$ cat config.mk
export PLATFORM = sky130hd
export DESIGN_NAME = dsp_irq_io_regs
export DESIGN_NICKNAME = d
export VERILOG_FILES = /design/src/hw/dsp_irq_pkg.sv /design/src/hw/dsp_irq_io_regs.sv
export SDC_FILE = /design/constraint.sdc
export NUM_CORES = 1
export LEC_CHECK = 0
export ABC_AREA = 1
export ABC_CLOCK_PERIOD_IN_PS = 4200
export BUFFER_PORTS_ARGS = -buffer_cell sky130_fd_sc_hd__buf_2
export CORE_MARGIN = 3
export CORE_UTILIZATION = 60
export CTS_BUF_LIST = sky130_fd_sc_hd__clkbuf_4 sky130_fd_sc_hd__clkbuf_8
export CTS_CLUSTER_SIZE = 30
export DETAILED_ROUTE_END_ITERATION = 16
export GPL_ROUTABILITY_DRIVEN = 0
export GPL_TIMING_DRIVEN = 0
export PLACE_DENSITY = 0.87
export SYNTH_ARGS = -nofsm -noshare
export SYNTH_HDL_FRONTEND = slang
export SYNTH_SLANG_ARGS = --single-unit
$ cat constraint.sdc
create_clock -name core_clk -period 4.2 [get_ports core_clk]
set_input_delay 0.42 -clock core_clk [delete_from_list [all_inputs] [get_ports core_clk]]
set_output_delay 0.42 -clock core_clk [all_outputs]
set_load 0.02 [all_outputs]
$ cat src/hw/dsp_irq_pkg.sv
// constants and types shared by the dsp interrupt and i/o register block
package dsp_irq_pkg;

    // data path widths
    localparam int DATA_W  = 16;
    localparam int ADDR_W  = 16;
    localparam int SCI_W   = 8;
    localparam int NUM_SRC = 3;

    // x-space register map
    localparam logic [15:0] SCI_BASE      = 16'h4000;
    localparam logic [15:0] SCI_LAST      = 16'h40ff;
    localparam logic [15:0] RX_WORD_ADDR  = 16'h4100;
    localparam logic [15:0] REQ_FLAG_ADDR = 16'h4101;
    localparam logic [15:0] LEFT_ADDR     = 16'h4200;
    localparam logic [15:0] RIGHT_ADDR    = 16'h4201;
    localparam logic [15:0] FILTER_ADDR   = 16'h4202;
    localparam logic [15:0] SRC_MASK_ADDR = 16'h4300;
    localparam logic [15:0] MASK_INC_ADDR = 16'h4301;
    localparam logic [15:0] MASK_DEC_ADDR = 16'h4302;
    localparam logic [15:0] DEPTH_ADDR    = 16'h4303;

    // source bit positions in the enable and pending fields
    localparam int SRC_AUDIO   = 0;
    localparam int SRC_COMMAND = 1;
    localparam int SRC_STREAM  = 2;

    // request flag position in its status word
    localparam int REQ_FLAG_BIT = 0;

    // two-word vector slots, one per source
    localparam logic [15:0] AUDIO_VECTOR_SLOT   = 16'h4000;
    localparam logic [15:0] COMMAND_VECTOR_SLOT = 16'h4002;
    localparam logic [15:0] STREAM_VECTOR_SLOT  = 16'h4004;

    // reset values and counter limits
    localparam logic [NUM_SRC-1:0] SRC_MASK_RESET = 3'h0;
    localparam logic [15:0]        DEPTH_RESET    = 16'h0000;
    localparam logic [15:0]        DEPTH_MAX      = 16'hffff;
    localparam logic [15:0]        DEPTH_ONE      = 16'h0001;
    localparam logic [15:0]        ZERO_WORD      = 16'h0000;
    localparam logic [SCI_W-1:0]   ZERO_SCI       = 8'h00;

    // longest allowed delay from a mask write to its effect, in core cycles
    localparam int EFFECT_DELAY_MAX = 6;

    // interrupt delivery state
    typedef enum logic {
        IRQ_IDLE,
        IRQ_POSTED
    } irq_state_t;

    // complete register state of the block
    typedef struct packed {
        logic [NUM_SRC-1:0] srcMask;
        logic [15:0]        depth;
        logic [NUM_SRC-1:0] pending;
        logic [15:0]        rxWord;
        logic [15:0]        leftSample;
        logic [15:0]        rightSample;
        logic               sampleStrobe;
        logic [15:0]        rdData;
        logic               rdValid;
        logic               sciSel;
        logic               sciWr;
        logic               sciRd;
        logic [SCI_W-1:0]   sciAddr;
        logic [15:0]        sciWrData;
        logic               sciRdPend;
        irq_state_t         irqState;
        logic               irqReq;
        logic [15:0]        irqVector;
        logic [NUM_SRC-1:0] irqGrant;
    } state_t;

endpackage
$ cat src/hw/dsp_irq_io_regs.sv
// interrupt mask, nesting counter and serial/audio i/o registers of the dsp core
`timescale 1ns/100ps

// Behaviour
// - enable register bit 0 permits the audio output interrupt when set.
// - enable bit 1 gates command port interrupt, bit 2 gates serial data.
// - an enable write reaches interrupt delivery within six core cycles.
// - any write to the mask-increment register adds one to the nesting counter unless it is already at its maximum.
// - any write to the mask-decrement register subtracts one from the counter unless it is already zero.
// - with the counter at zero, enabled pending sources are delivered again.
// - taking an interrupt adds one to the nesting counter automatically.
// - mask-increment and decrement writes take effect within six core cycles.
// - the counter reads back at its address; nonzero means all blocked.
// - serial capture register returns the latest word from the data input.
// - bit 0 of the request status register shows the data request pin.
// - the command port registers occupy the x range from its base upward.
// - all hardware registers decode in x data space only, never y.
// - interrupt entry vectors to fixed two-word slots per source.
module dsp_irq_io_regs (
    input  wire logic        core_clk,
    input  wire logic        nrst,
    // core data bus
    input  wire logic [15:0] memAddr,
    input  wire logic        memSpaceY,
    input  wire logic        memWr,
    input  wire logic        memRd,
    input  wire logic [15:0] memWrData,
    output logic      [15:0] memRdData,
    output logic             memRdValid,
    // interrupt entry handshake with the core
    output logic             irqReq,
    output logic      [15:0] irqVector,
    input  wire logic        irqAck,
    // event sources, one-cycle pulses
    input  wire logic        audioEvent,
    input  wire logic        commandEvent,
    input  wire logic        streamEvent,
    // serial data input side
    input  wire logic        rxWordValid,
    input  wire logic [15:0] rxWordIn,
    input  wire logic        dataRequest,
    // audio output side
    output logic      [15:0] leftSample,
    output logic      [15:0] rightSample,
    output logic             sampleStrobe,
    // serial command port register window
    output logic             sciSel,
    output logic             sciWr,
    output logic             sciRd,
    output logic       [7:0] sciAddr,
    output logic      [15:0] sciWrData,
    input  wire logic [15:0] sciRdData
);

    dsp_irq_pkg::state_t s_reg;
    dsp_irq_pkg::state_t s_next;

    // exact x-space match against one register offset
    function automatic logic xHit(input logic [15:0] addr, input logic isY,
                                  input logic [15:0] target);
        xHit = !isY && (addr == target);
    endfunction

    // x-space match against the command port window
    function automatic logic sciHit(input logic [15:0] addr, input logic isY);
        sciHit = !isY && (addr >= dsp_irq_pkg::SCI_BASE)
                      && (addr <= dsp_irq_pkg::SCI_LAST);
    endfunction

    // fixed-priority pick among enabled pending sources, lowest bit first
    function automatic logic [2:0] pickSource(input logic [2:0] req);
        pickSource = 3'h0;
        if (req[dsp_irq_pkg::SRC_AUDIO]) begin
            pickSource[dsp_irq_pkg::SRC_AUDIO] = 1'b1;
        end else if (req[dsp_irq_pkg::SRC_COMMAND]) begin
            pickSource[dsp_irq_pkg::SRC_COMMAND] = 1'b1;
        end else if (req[dsp_irq_pkg::SRC_STREAM]) begin
            pickSource[dsp_irq_pkg::SRC_STREAM] = 1'b1;
        end
    endfunction

    // vector slot for a one-hot granted source
    function automatic logic [15:0] slotOf(input logic [2:0] grant);
        if (grant[dsp_irq_pkg::SRC_AUDIO]) begin
            slotOf = dsp_irq_pkg::AUDIO_VECTOR_SLOT;
        end else if (grant[dsp_irq_pkg::SRC_COMMAND]) begin
            slotOf = dsp_irq_pkg::COMMAND_VECTOR_SLOT;
        end else begin
            slotOf = dsp_irq_pkg::STREAM_VECTOR_SLOT;
        end
    endfunction

    logic [2:0]  eventIn;
    logic        wrInc;
    logic        wrDec;
    logic        ackTaken;
    logic [2:0]  armed;
    logic [2:0]  grant;
    logic [16:0] depthSum;

    // next-state logic for the whole block
    always_comb begin
        s_next = s_reg;
        eventIn = {streamEvent, commandEvent, audioEvent};
        s_next.sampleStrobe = 1'b0;
        s_next.rdValid = 1'b0;
        s_next.sciWr = 1'b0;
        s_next.sciRd = 1'b0;
        s_next.sciSel = 1'b0;
        s_next.sciRdPend = 1'b0;

        wrInc = memWr && xHit(memAddr, memSpaceY, dsp_irq_pkg::MASK_INC_ADDR);
        wrDec = memWr && xHit(memAddr, memSpaceY, dsp_irq_pkg::MASK_DEC_ADDR);
        ackTaken = irqAck && (s_reg.irqState == dsp_irq_pkg::IRQ_POSTED);

        // enable register write, effective on the next edge, well inside six cycles
        if (memWr && xHit(memAddr, memSpaceY, dsp_irq_pkg::SRC_MASK_ADDR)) begin
            s_next.srcMask = memWrData[2:0];
        end

        // nesting counter: increments from software and from entry, one decrement
        depthSum = {1'b0, s_reg.depth};
        if (wrInc) begin
            depthSum = depthSum + {1'b0, dsp_irq_pkg::DEPTH_ONE};
        end
        if (ackTaken) begin
            depthSum = depthSum + {1'b0, dsp_irq_pkg::DEPTH_ONE};
        end
        if (wrDec && depthSum != {1'b0, dsp_irq_pkg::DEPTH_RESET}) begin
            depthSum = depthSum - {1'b0, dsp_irq_pkg::DEPTH_ONE};
        end
        // saturate rather than wrap, so a runaway handler cannot unmask everything
        if (depthSum > {1'b0, dsp_irq_pkg::DEPTH_MAX}) begin
            s_next.depth = dsp_irq_pkg::DEPTH_MAX;
        end else begin
            s_next.depth = depthSum[15:0];
        end

        // pending flags: a new event wins over the clear from an entry
        s_next.pending = s_reg.pending;
        if (ackTaken) begin
            s_next.pending = s_next.pending & ~s_reg.irqGrant;
        end
        s_next.pending = s_next.pending | eventIn;

        // delivery: only with counter at zero and source enabled
        armed = s_reg.pending & s_reg.srcMask;
        grant = pickSource(armed);
        case (s_reg.irqState)
            dsp_irq_pkg::IRQ_IDLE: begin
                if (s_reg.depth == dsp_irq_pkg::DEPTH_RESET && armed != 3'h0) begin
                    s_next.irqState = dsp_irq_pkg::IRQ_POSTED;
                    s_next.irqReq = 1'b1;
                    s_next.irqGrant = grant;
                    s_next.irqVector = slotOf(grant);
                end
            end
            dsp_irq_pkg::IRQ_POSTED: begin
                // withdraw if entry happened or masking changed under the request
                if (ackTaken || s_reg.depth != dsp_irq_pkg::DEPTH_RESET
                    || (s_reg.irqGrant & armed) == 3'h0) begin
                    s_next.irqState = dsp_irq_pkg::IRQ_IDLE;
                    s_next.irqReq = 1'b0;
                end
            end
            default: begin
                s_next.irqState = dsp_irq_pkg::IRQ_IDLE;
                s_next.irqReq = 1'b0;
            end
        endcase

        // serial capture keeps the latest received word
        if (rxWordValid) begin
            s_next.rxWord = rxWordIn;
        end

        // sample registers; the strobe marks a completed stereo pair
        if (memWr && xHit(memAddr, memSpaceY, dsp_irq_pkg::LEFT_ADDR)) begin
            s_next.leftSample = memWrData;
        end
        if (memWr && xHit(memAddr, memSpaceY, dsp_irq_pkg::RIGHT_ADDR)) begin
            s_next.rightSample = memWrData;
            s_next.sampleStrobe = 1'b1;
        end

        // command port window is forwarded, not held here
        if ((memWr || memRd) && sciHit(memAddr, memSpaceY)) begin
            s_next.sciSel = 1'b1;
            s_next.sciWr = memWr;
            s_next.sciRd = memRd && !memWr;
            s_next.sciAddr = memAddr[7:0];
            s_next.sciWrData = memWrData;
            s_next.sciRdPend = memRd && !memWr;
        end

        // local reads answer next cycle; window reads one cycle later
        if (s_reg.sciRdPend) begin
            s_next.rdData = sciRdData;
            s_next.rdValid = 1'b1;
        end else if (memRd && !memWr && !memSpaceY) begin
            if (memAddr == dsp_irq_pkg::RX_WORD_ADDR) begin
                s_next.rdData = s_reg.rxWord;
                s_next.rdValid = 1'b1;
            end else if (memAddr == dsp_irq_pkg::REQ_FLAG_ADDR) begin
                s_next.rdData = dsp_irq_pkg::ZERO_WORD;
                s_next.rdData[dsp_irq_pkg::REQ_FLAG_BIT] = dataRequest;
                s_next.rdValid = 1'b1;
            end else if (memAddr == dsp_irq_pkg::SRC_MASK_ADDR) begin
                s_next.rdData = {13'h0000, s_reg.srcMask};
                s_next.rdValid = 1'b1;
            end else if (memAddr == dsp_irq_pkg::DEPTH_ADDR) begin
                s_next.rdData = s_reg.depth;
                s_next.rdValid = 1'b1;
            end else if (memAddr == dsp_irq_pkg::LEFT_ADDR
                         || memAddr == dsp_irq_pkg::RIGHT_ADDR
                         || memAddr == dsp_irq_pkg::FILTER_ADDR
                         || memAddr == dsp_irq_pkg::MASK_INC_ADDR
                         || memAddr == dsp_irq_pkg::MASK_DEC_ADDR) begin
                // write-only and reserved words read as zero
                s_next.rdData = dsp_irq_pkg::ZERO_WORD;
                s_next.rdValid = 1'b1;
            end
        end
    end

    // state register; counter and enables clear on reset
    always_ff @(posedge core_clk or negedge nrst) begin
        if (!nrst) begin
            s_reg.srcMask <= dsp_irq_pkg::SRC_MASK_RESET;
            s_reg.depth <= dsp_irq_pkg::DEPTH_RESET;
            s_reg.pending <= 3'h0;
            s_reg.rxWord <= dsp_irq_pkg::ZERO_WORD;
            s_reg.leftSample <= dsp_irq_pkg::ZERO_WORD;
            s_reg.rightSample <= dsp_irq_pkg::ZERO_WORD;
            s_reg.sampleStrobe <= 1'b0;
            s_reg.rdData <= dsp_irq_pkg::ZERO_WORD;
            s_reg.rdValid <= 1'b0;
            s_reg.sciSel <= 1'b0;
            s_reg.sciWr <= 1'b0;
            s_reg.sciRd <= 1'b0;
            s_reg.sciAddr <= dsp_irq_pkg::ZERO_SCI;
            s_reg.sciWrData <= dsp_irq_pkg::ZERO_WORD;
            s_reg.sciRdPend <= 1'b0;
            s_reg.irqState <= dsp_irq_pkg::IRQ_IDLE;
            s_reg.irqReq <= 1'b0;
            s_reg.irqVector <= dsp_irq_pkg::ZERO_WORD;
            s_reg.irqGrant <= 3'h0;
        end else begin
            s_reg <= s_next;
        end
    end

    // every output is a field of the state register
    assign memRdData    = s_reg.rdData;
    assign memRdValid   = s_reg.rdValid;
    assign irqReq       = s_reg.irqReq;
    assign irqVector    = s_reg.irqVector;
    assign leftSample   = s_reg.leftSample;
    assign rightSample  = s_reg.rightSample;
    assign sampleStrobe = s_reg.sampleStrobe;
    assign sciSel       = s_reg.sciSel;
    assign sciWr        = s_reg.sciWr;
    assign sciRd        = s_reg.sciRd;
    assign sciAddr      = s_reg.sciAddr;
    assign sciWrData    = s_reg.sciWrData;

endmodule

-- Word-level counts from Yosys, hierarchy flattened
Cells that the tools add are included.
W data, S select, Z words.
- register bits after elaboration: 137
- latch bits: 0
- memory bits (writable): 0
- memory bits (read-only): 0
- input bits: 75
- word-level logic and storage cells: 103
- memories kept: 0
- add/sub/neg operators: 3
- multipliers: 0
- div/mod/pow operators: 0
- $lt $le $gt $ge: 3
- equality and inequality tests: 11
- shift-type cells: 0
- mux-type cells: 24
- bitwise logic cells: 6
- reduce and logical (&&, ||, !) cells: 37
- operators by type and width (operator ; number):
    $mux W17 ; 10
    $eq A16 B15 Y1 const B ; 9
    $mux W16 ; 2
    $mux W28 ; 1
    $mux W21 ; 1
    $logic_and A1 B1 Y1 ; 18
    $add A16 B1 Y17 const B ; 1
    $add A17 B1 Y17 const B ; 1
    $gt A17 B16 Y1 const B ; 1
    $reduce_bool A17 Y1 ; 1
    $sub A17 B1 Y17 const B ; 1
    $ge A16 B15 Y1 const B ; 1
    $le A16 B15 Y1 const B ; 1
    $logic_not A16 Y1 ; 1
    $reduce_bool A16 Y1 ; 1
    $and A3 B3 Y3 ; 3
    $logic_or A1 B1 Y1 ; 7
    $mux W3 ; 2
    $reduce_and A2 Y1 ; 3
    $reduce_bool A6 Y1 ; 1
    $mux W1 ; 5
    $mux W2 ; 2
    $pmux W2 S2 ; 1
    $logic_not A3 Y1 ; 1
    other kinds (8) ; 9

-- Longest topological paths before layout
- depth after elaboration: 12
- depth in mapped cells: 26
- gate-level depth less buffers: 25

-- Worst setup path before layout
Ideal clock, no wire load.
- path kind: input to register
- from: input memWr
- to: register s_reg[125] in the netlist's numbering
- library setup time: 118 ps
- arrival time: 2930 ps
- data required time: 4082 ps
- setup slack: 1152 ps
- cell stages on the path: 22
- path buffers: 2
- path through: buf_2 > inv_2 > nor2_4 > inv_2 > nor2_4 > nand2_1 > nand2_2 > inv_1 > ha_1 > nand2_1 > o21a_1 > ha_1 > inv_1 > nor2_1 > nand2_2 > nor2_2 > nand4_1 > nand2_1 > nand2_2 > nand2_4 > buf_12 > nand2_1
- RTL lines (element ; line ; source):
    start: declaration ; dsp_irq_io_regs.sv:25 ; input wire logic memWr,
    end signal: assignment ; dsp_irq_io_regs.sv:249 ; s_reg <= s_next;
    end: declaration ; dsp_irq_io_regs.sv:55 ; dsp_irq_pkg::state_t s_reg;

==> impl_metrics.py <==
metrics = {
    "pwr": {
        "swShare_pct": 25.48,
        "internal_power_w": 0.002013,
        "power.density_nw_per_um2": 291.5,
        "p_seq_share_pct": 45.4,
        "pwr-share-clk_pct": 43.3,
        "vdd_drop_max_uv": 149.4,
        "switching_power_w": 0.0006883,
        "p_comb_share_pct": 11.3,
        "total_leakage_power_nw": 5.223,
    },
    "route": {
        "wl_per_cell_um": 14.42,
        "drc": 0,
        "ant_nets": 0,
        "drt_iter0_drc": 711,
        "wirelength_mm": 20.27,
        "routed-via-count": 7340,
        "viasPerCell": 5.220,
        "firstDrtPassIters": 5,
    },
    "logic_synthesis": {
        "avgSynthCellArea_um2": 7.471,
        "synth_warnings": 0,
        "async_flop_share_pct": 100.0,
        "synth_area_um2": 7747,
        "synth-edff-count": 0,
        "synthFlopType": "dfrtp_1",
        "synth.distinct_cells": 45,
        "yosysSeqAreaShare_pct": 39.41,
        "ys_seq_elements": 122,
        "synthCells": 1037,
    },
    "floorplanning": {
        "start_util_pct": 62.93,
        "boundaryPins": 169,
        "fp-row-count": 40,
        "die_x_um": 119.6,
        "die_area_um2": 14310,
        "dieHeight_um": 119.6,
        "core_area_um2": 12310,
    },
    "cts": {
        "cts_hold_buf": 1,
        "cts-root-buf": "clkbuf_8",
        "cts.sinks": 122,
        "clockBufferDepth": 2,
        "htreeDepth": 4,
        "cts_setup_buffers": 0,
        "cts_resized": 0,
        "clock_latency_ps": 440,
        "tritoncts": "yes",
        "numCtsBuffers": 17,
        "clk_transition_reported_paths_ps": 70,
    },
    "layout": {
        "fin_util_pct": 75.27,
        "drive_gt1_share_pct": 29.59,
        "final_common_cell": "nand2_1",
        "largest_reg_flops": 42,
        "nets": 1304,
        "final_cell_mix": "nand2_1, buf_2, dfrtp_1",
        "area_growth_pct": 19.62,
    },
    "setup_path": {
        "critical_path_class": "in -> reg",
        "end_kind": "register",
        "rr_endpoint": "s_reg[122]",
        "cp.required_ps": 4530,
        "worstPathMaxFanout": 7,
        "crit_arrival_ps": 3520,
        "r2r-start": "s_reg[118]",
        "ff2ff_path_depth": 19,
        "cp-start-kind": "input port",
        "regToRegSetupSlack_ps": 1030,
    },
    "sta": {
        "fin_crit_ps": 3190,
        "finalMaxSlewViolations": 0,
        "tightest_slew_ps": 780.9,
        "hold_slack_ps": 152.8,
        "finalSetupViolCount": 0,
        "fmax_ghz": 0.3134,
        "max_slew_margin_pct": 47.54,
        "rsz0062_at_grt": "no",
        "hold_viol_final": 0,
        "skew_ps": 8.783,
        "final.setup.worst_slack_ps": 1010,
        "tns_ps": 0,
        "period_share_pct": 75.96,
    },
    "hold_path": {
        "hp-class": "in -> reg",
        "worstHoldStart": "streamEvent",
        "hold-path-endpoint": "s_reg[117]",
        "hold-path-cell-count": 2,
    },
    "job": {
        "max-cap-violations": 0,
    },
    "global_route": {
        "overflow": 0,
        "grt_util_all_layers_pct": 29.20,
        "grt_start_max_net_pins": 83,
        "grt_pass1_vias": 6904,
        "antenna_found_initial": 1,
        "grt_pass1_wl_mm": 33.69,
    },
    "placed_design": {
        "port_buffers": 154,
        "pre_cts_ws_ps": 584.8,
        "hpwlAfterDp_mm": 15.40,
    },
    "status": {
        "status": "completed",
    },
}
routing by layer:
layer | global-route usage (%) | vias to the layer above | routed length (um)
li1 | - | 3592 | -
met1 | 39.02 | 3375 | 8476
met2 | 47.99 | 331 | 9790
met3 | 5.938 | 42 | 1559
met4 | 9.377 | 0 | 449
met5 | 0 | - | 0
worst max path at each step:
stage | from | endpoint | slack (ps) | depth (start not counted)
after floorplan | memWr | s_reg[125] | 1150 | 22
after global placement | memAddr[7] | s_reg[125] | 650 | 23
after detailed placement | memAddr[7] | s_reg[125] | 580 | 23
after CTS | memAddr[7] | s_reg[125] | 1040 | 23
after global routing | memAddr[7] | s_reg[130] | 710 | 21
final | memAddr[7] | s_reg[130] | 1010 | 21
metrics by stage:
stage | total power [W] | instances | cell area [um^2]
global placement | 0.001536 | 1371 | 8773
floorplan | 0.001430 | 1049 | 7792
finish | 0.002701 | 1406 | 9268
CTS | 0.002705 | 1405 | 9265
global route | 0.002803 | 1406 | 9268
detailed placement | 0.001546 | 1372 | 8807
cell type report:
cell class	count	area (um^2)
flip-flops and latches	122	3053
plain buffers	114	788.3
repair buffers	156	814.5
diodes	1	2.502
well taps	168	210.2
inverters	116	440.4
clock buffers	21	282.8
multi-input cells	697	3511
clock inverters	11	165.2
fillers	933	3044
power by group through the flow:
stage               registers, W  clock network (W)  logic [W]
floorplan                0.00124                  0   0.000187
global placement         0.00125                  0   0.000290
detailed placement       0.00125                  0   0.000298
CTS                      0.00123            0.00118   0.000303
global route             0.00123            0.00123   0.000340
finish                   0.00123            0.00117   0.000304
synthesized netlist by cell type (4+ instances only):
cell	n	area (um^2)
dfrtp_1	122	3053
nor3_1	15	75.07
nor2_8	4	80.08
buf_4	89	668.1
xor2_1	12	105.1
nor2_4	10	112.6
clkbuf_1	21	78.83
nor2_1	49	183.9
inv_2	13	48.80
nand4_1	26	162.7
nor2_2	9	56.30
o21ai_0	80	400.4
nand3_1	81	405.4
nand2_2	34	212.7
ha_1	5	62.56
nand2_4	6	67.56
nand2_1	304	1141
inv_1	102	382.9
o22ai_1	13	81.33
critical path, stage by stage:
cell and delay, ps:
buf_2 100, nor2_1 120, nand2_2 140, nor2_8 210
nand2_2 100, nor2_4 180, nand2_1 90, nand2_2 120
inv_1 50, ha_1 260, nand2_1 60, o21a_1 200
ha_1 290, inv_1 60, nor2_1 190, nand2_2 120
nor2_2 170, nor3b_1 320, nand4_1 130, nand2_1 110
nand2_2 60
logic make-up after synthesis:
group / after synthesis / share of synthesized area [%]
AOI/OAI and AO/OA: 109 / 7.784
xor gates and xnor gates: 14 / 1.583
adders and majority gates: 5 / 0.8075
buffers and inverters: 230 / 15.86
DFF: 122 / 39.41
other: 1 / 0.04840
and+or+nand+nor: 556 / 34.51
(Power assumes the default switching activity.)
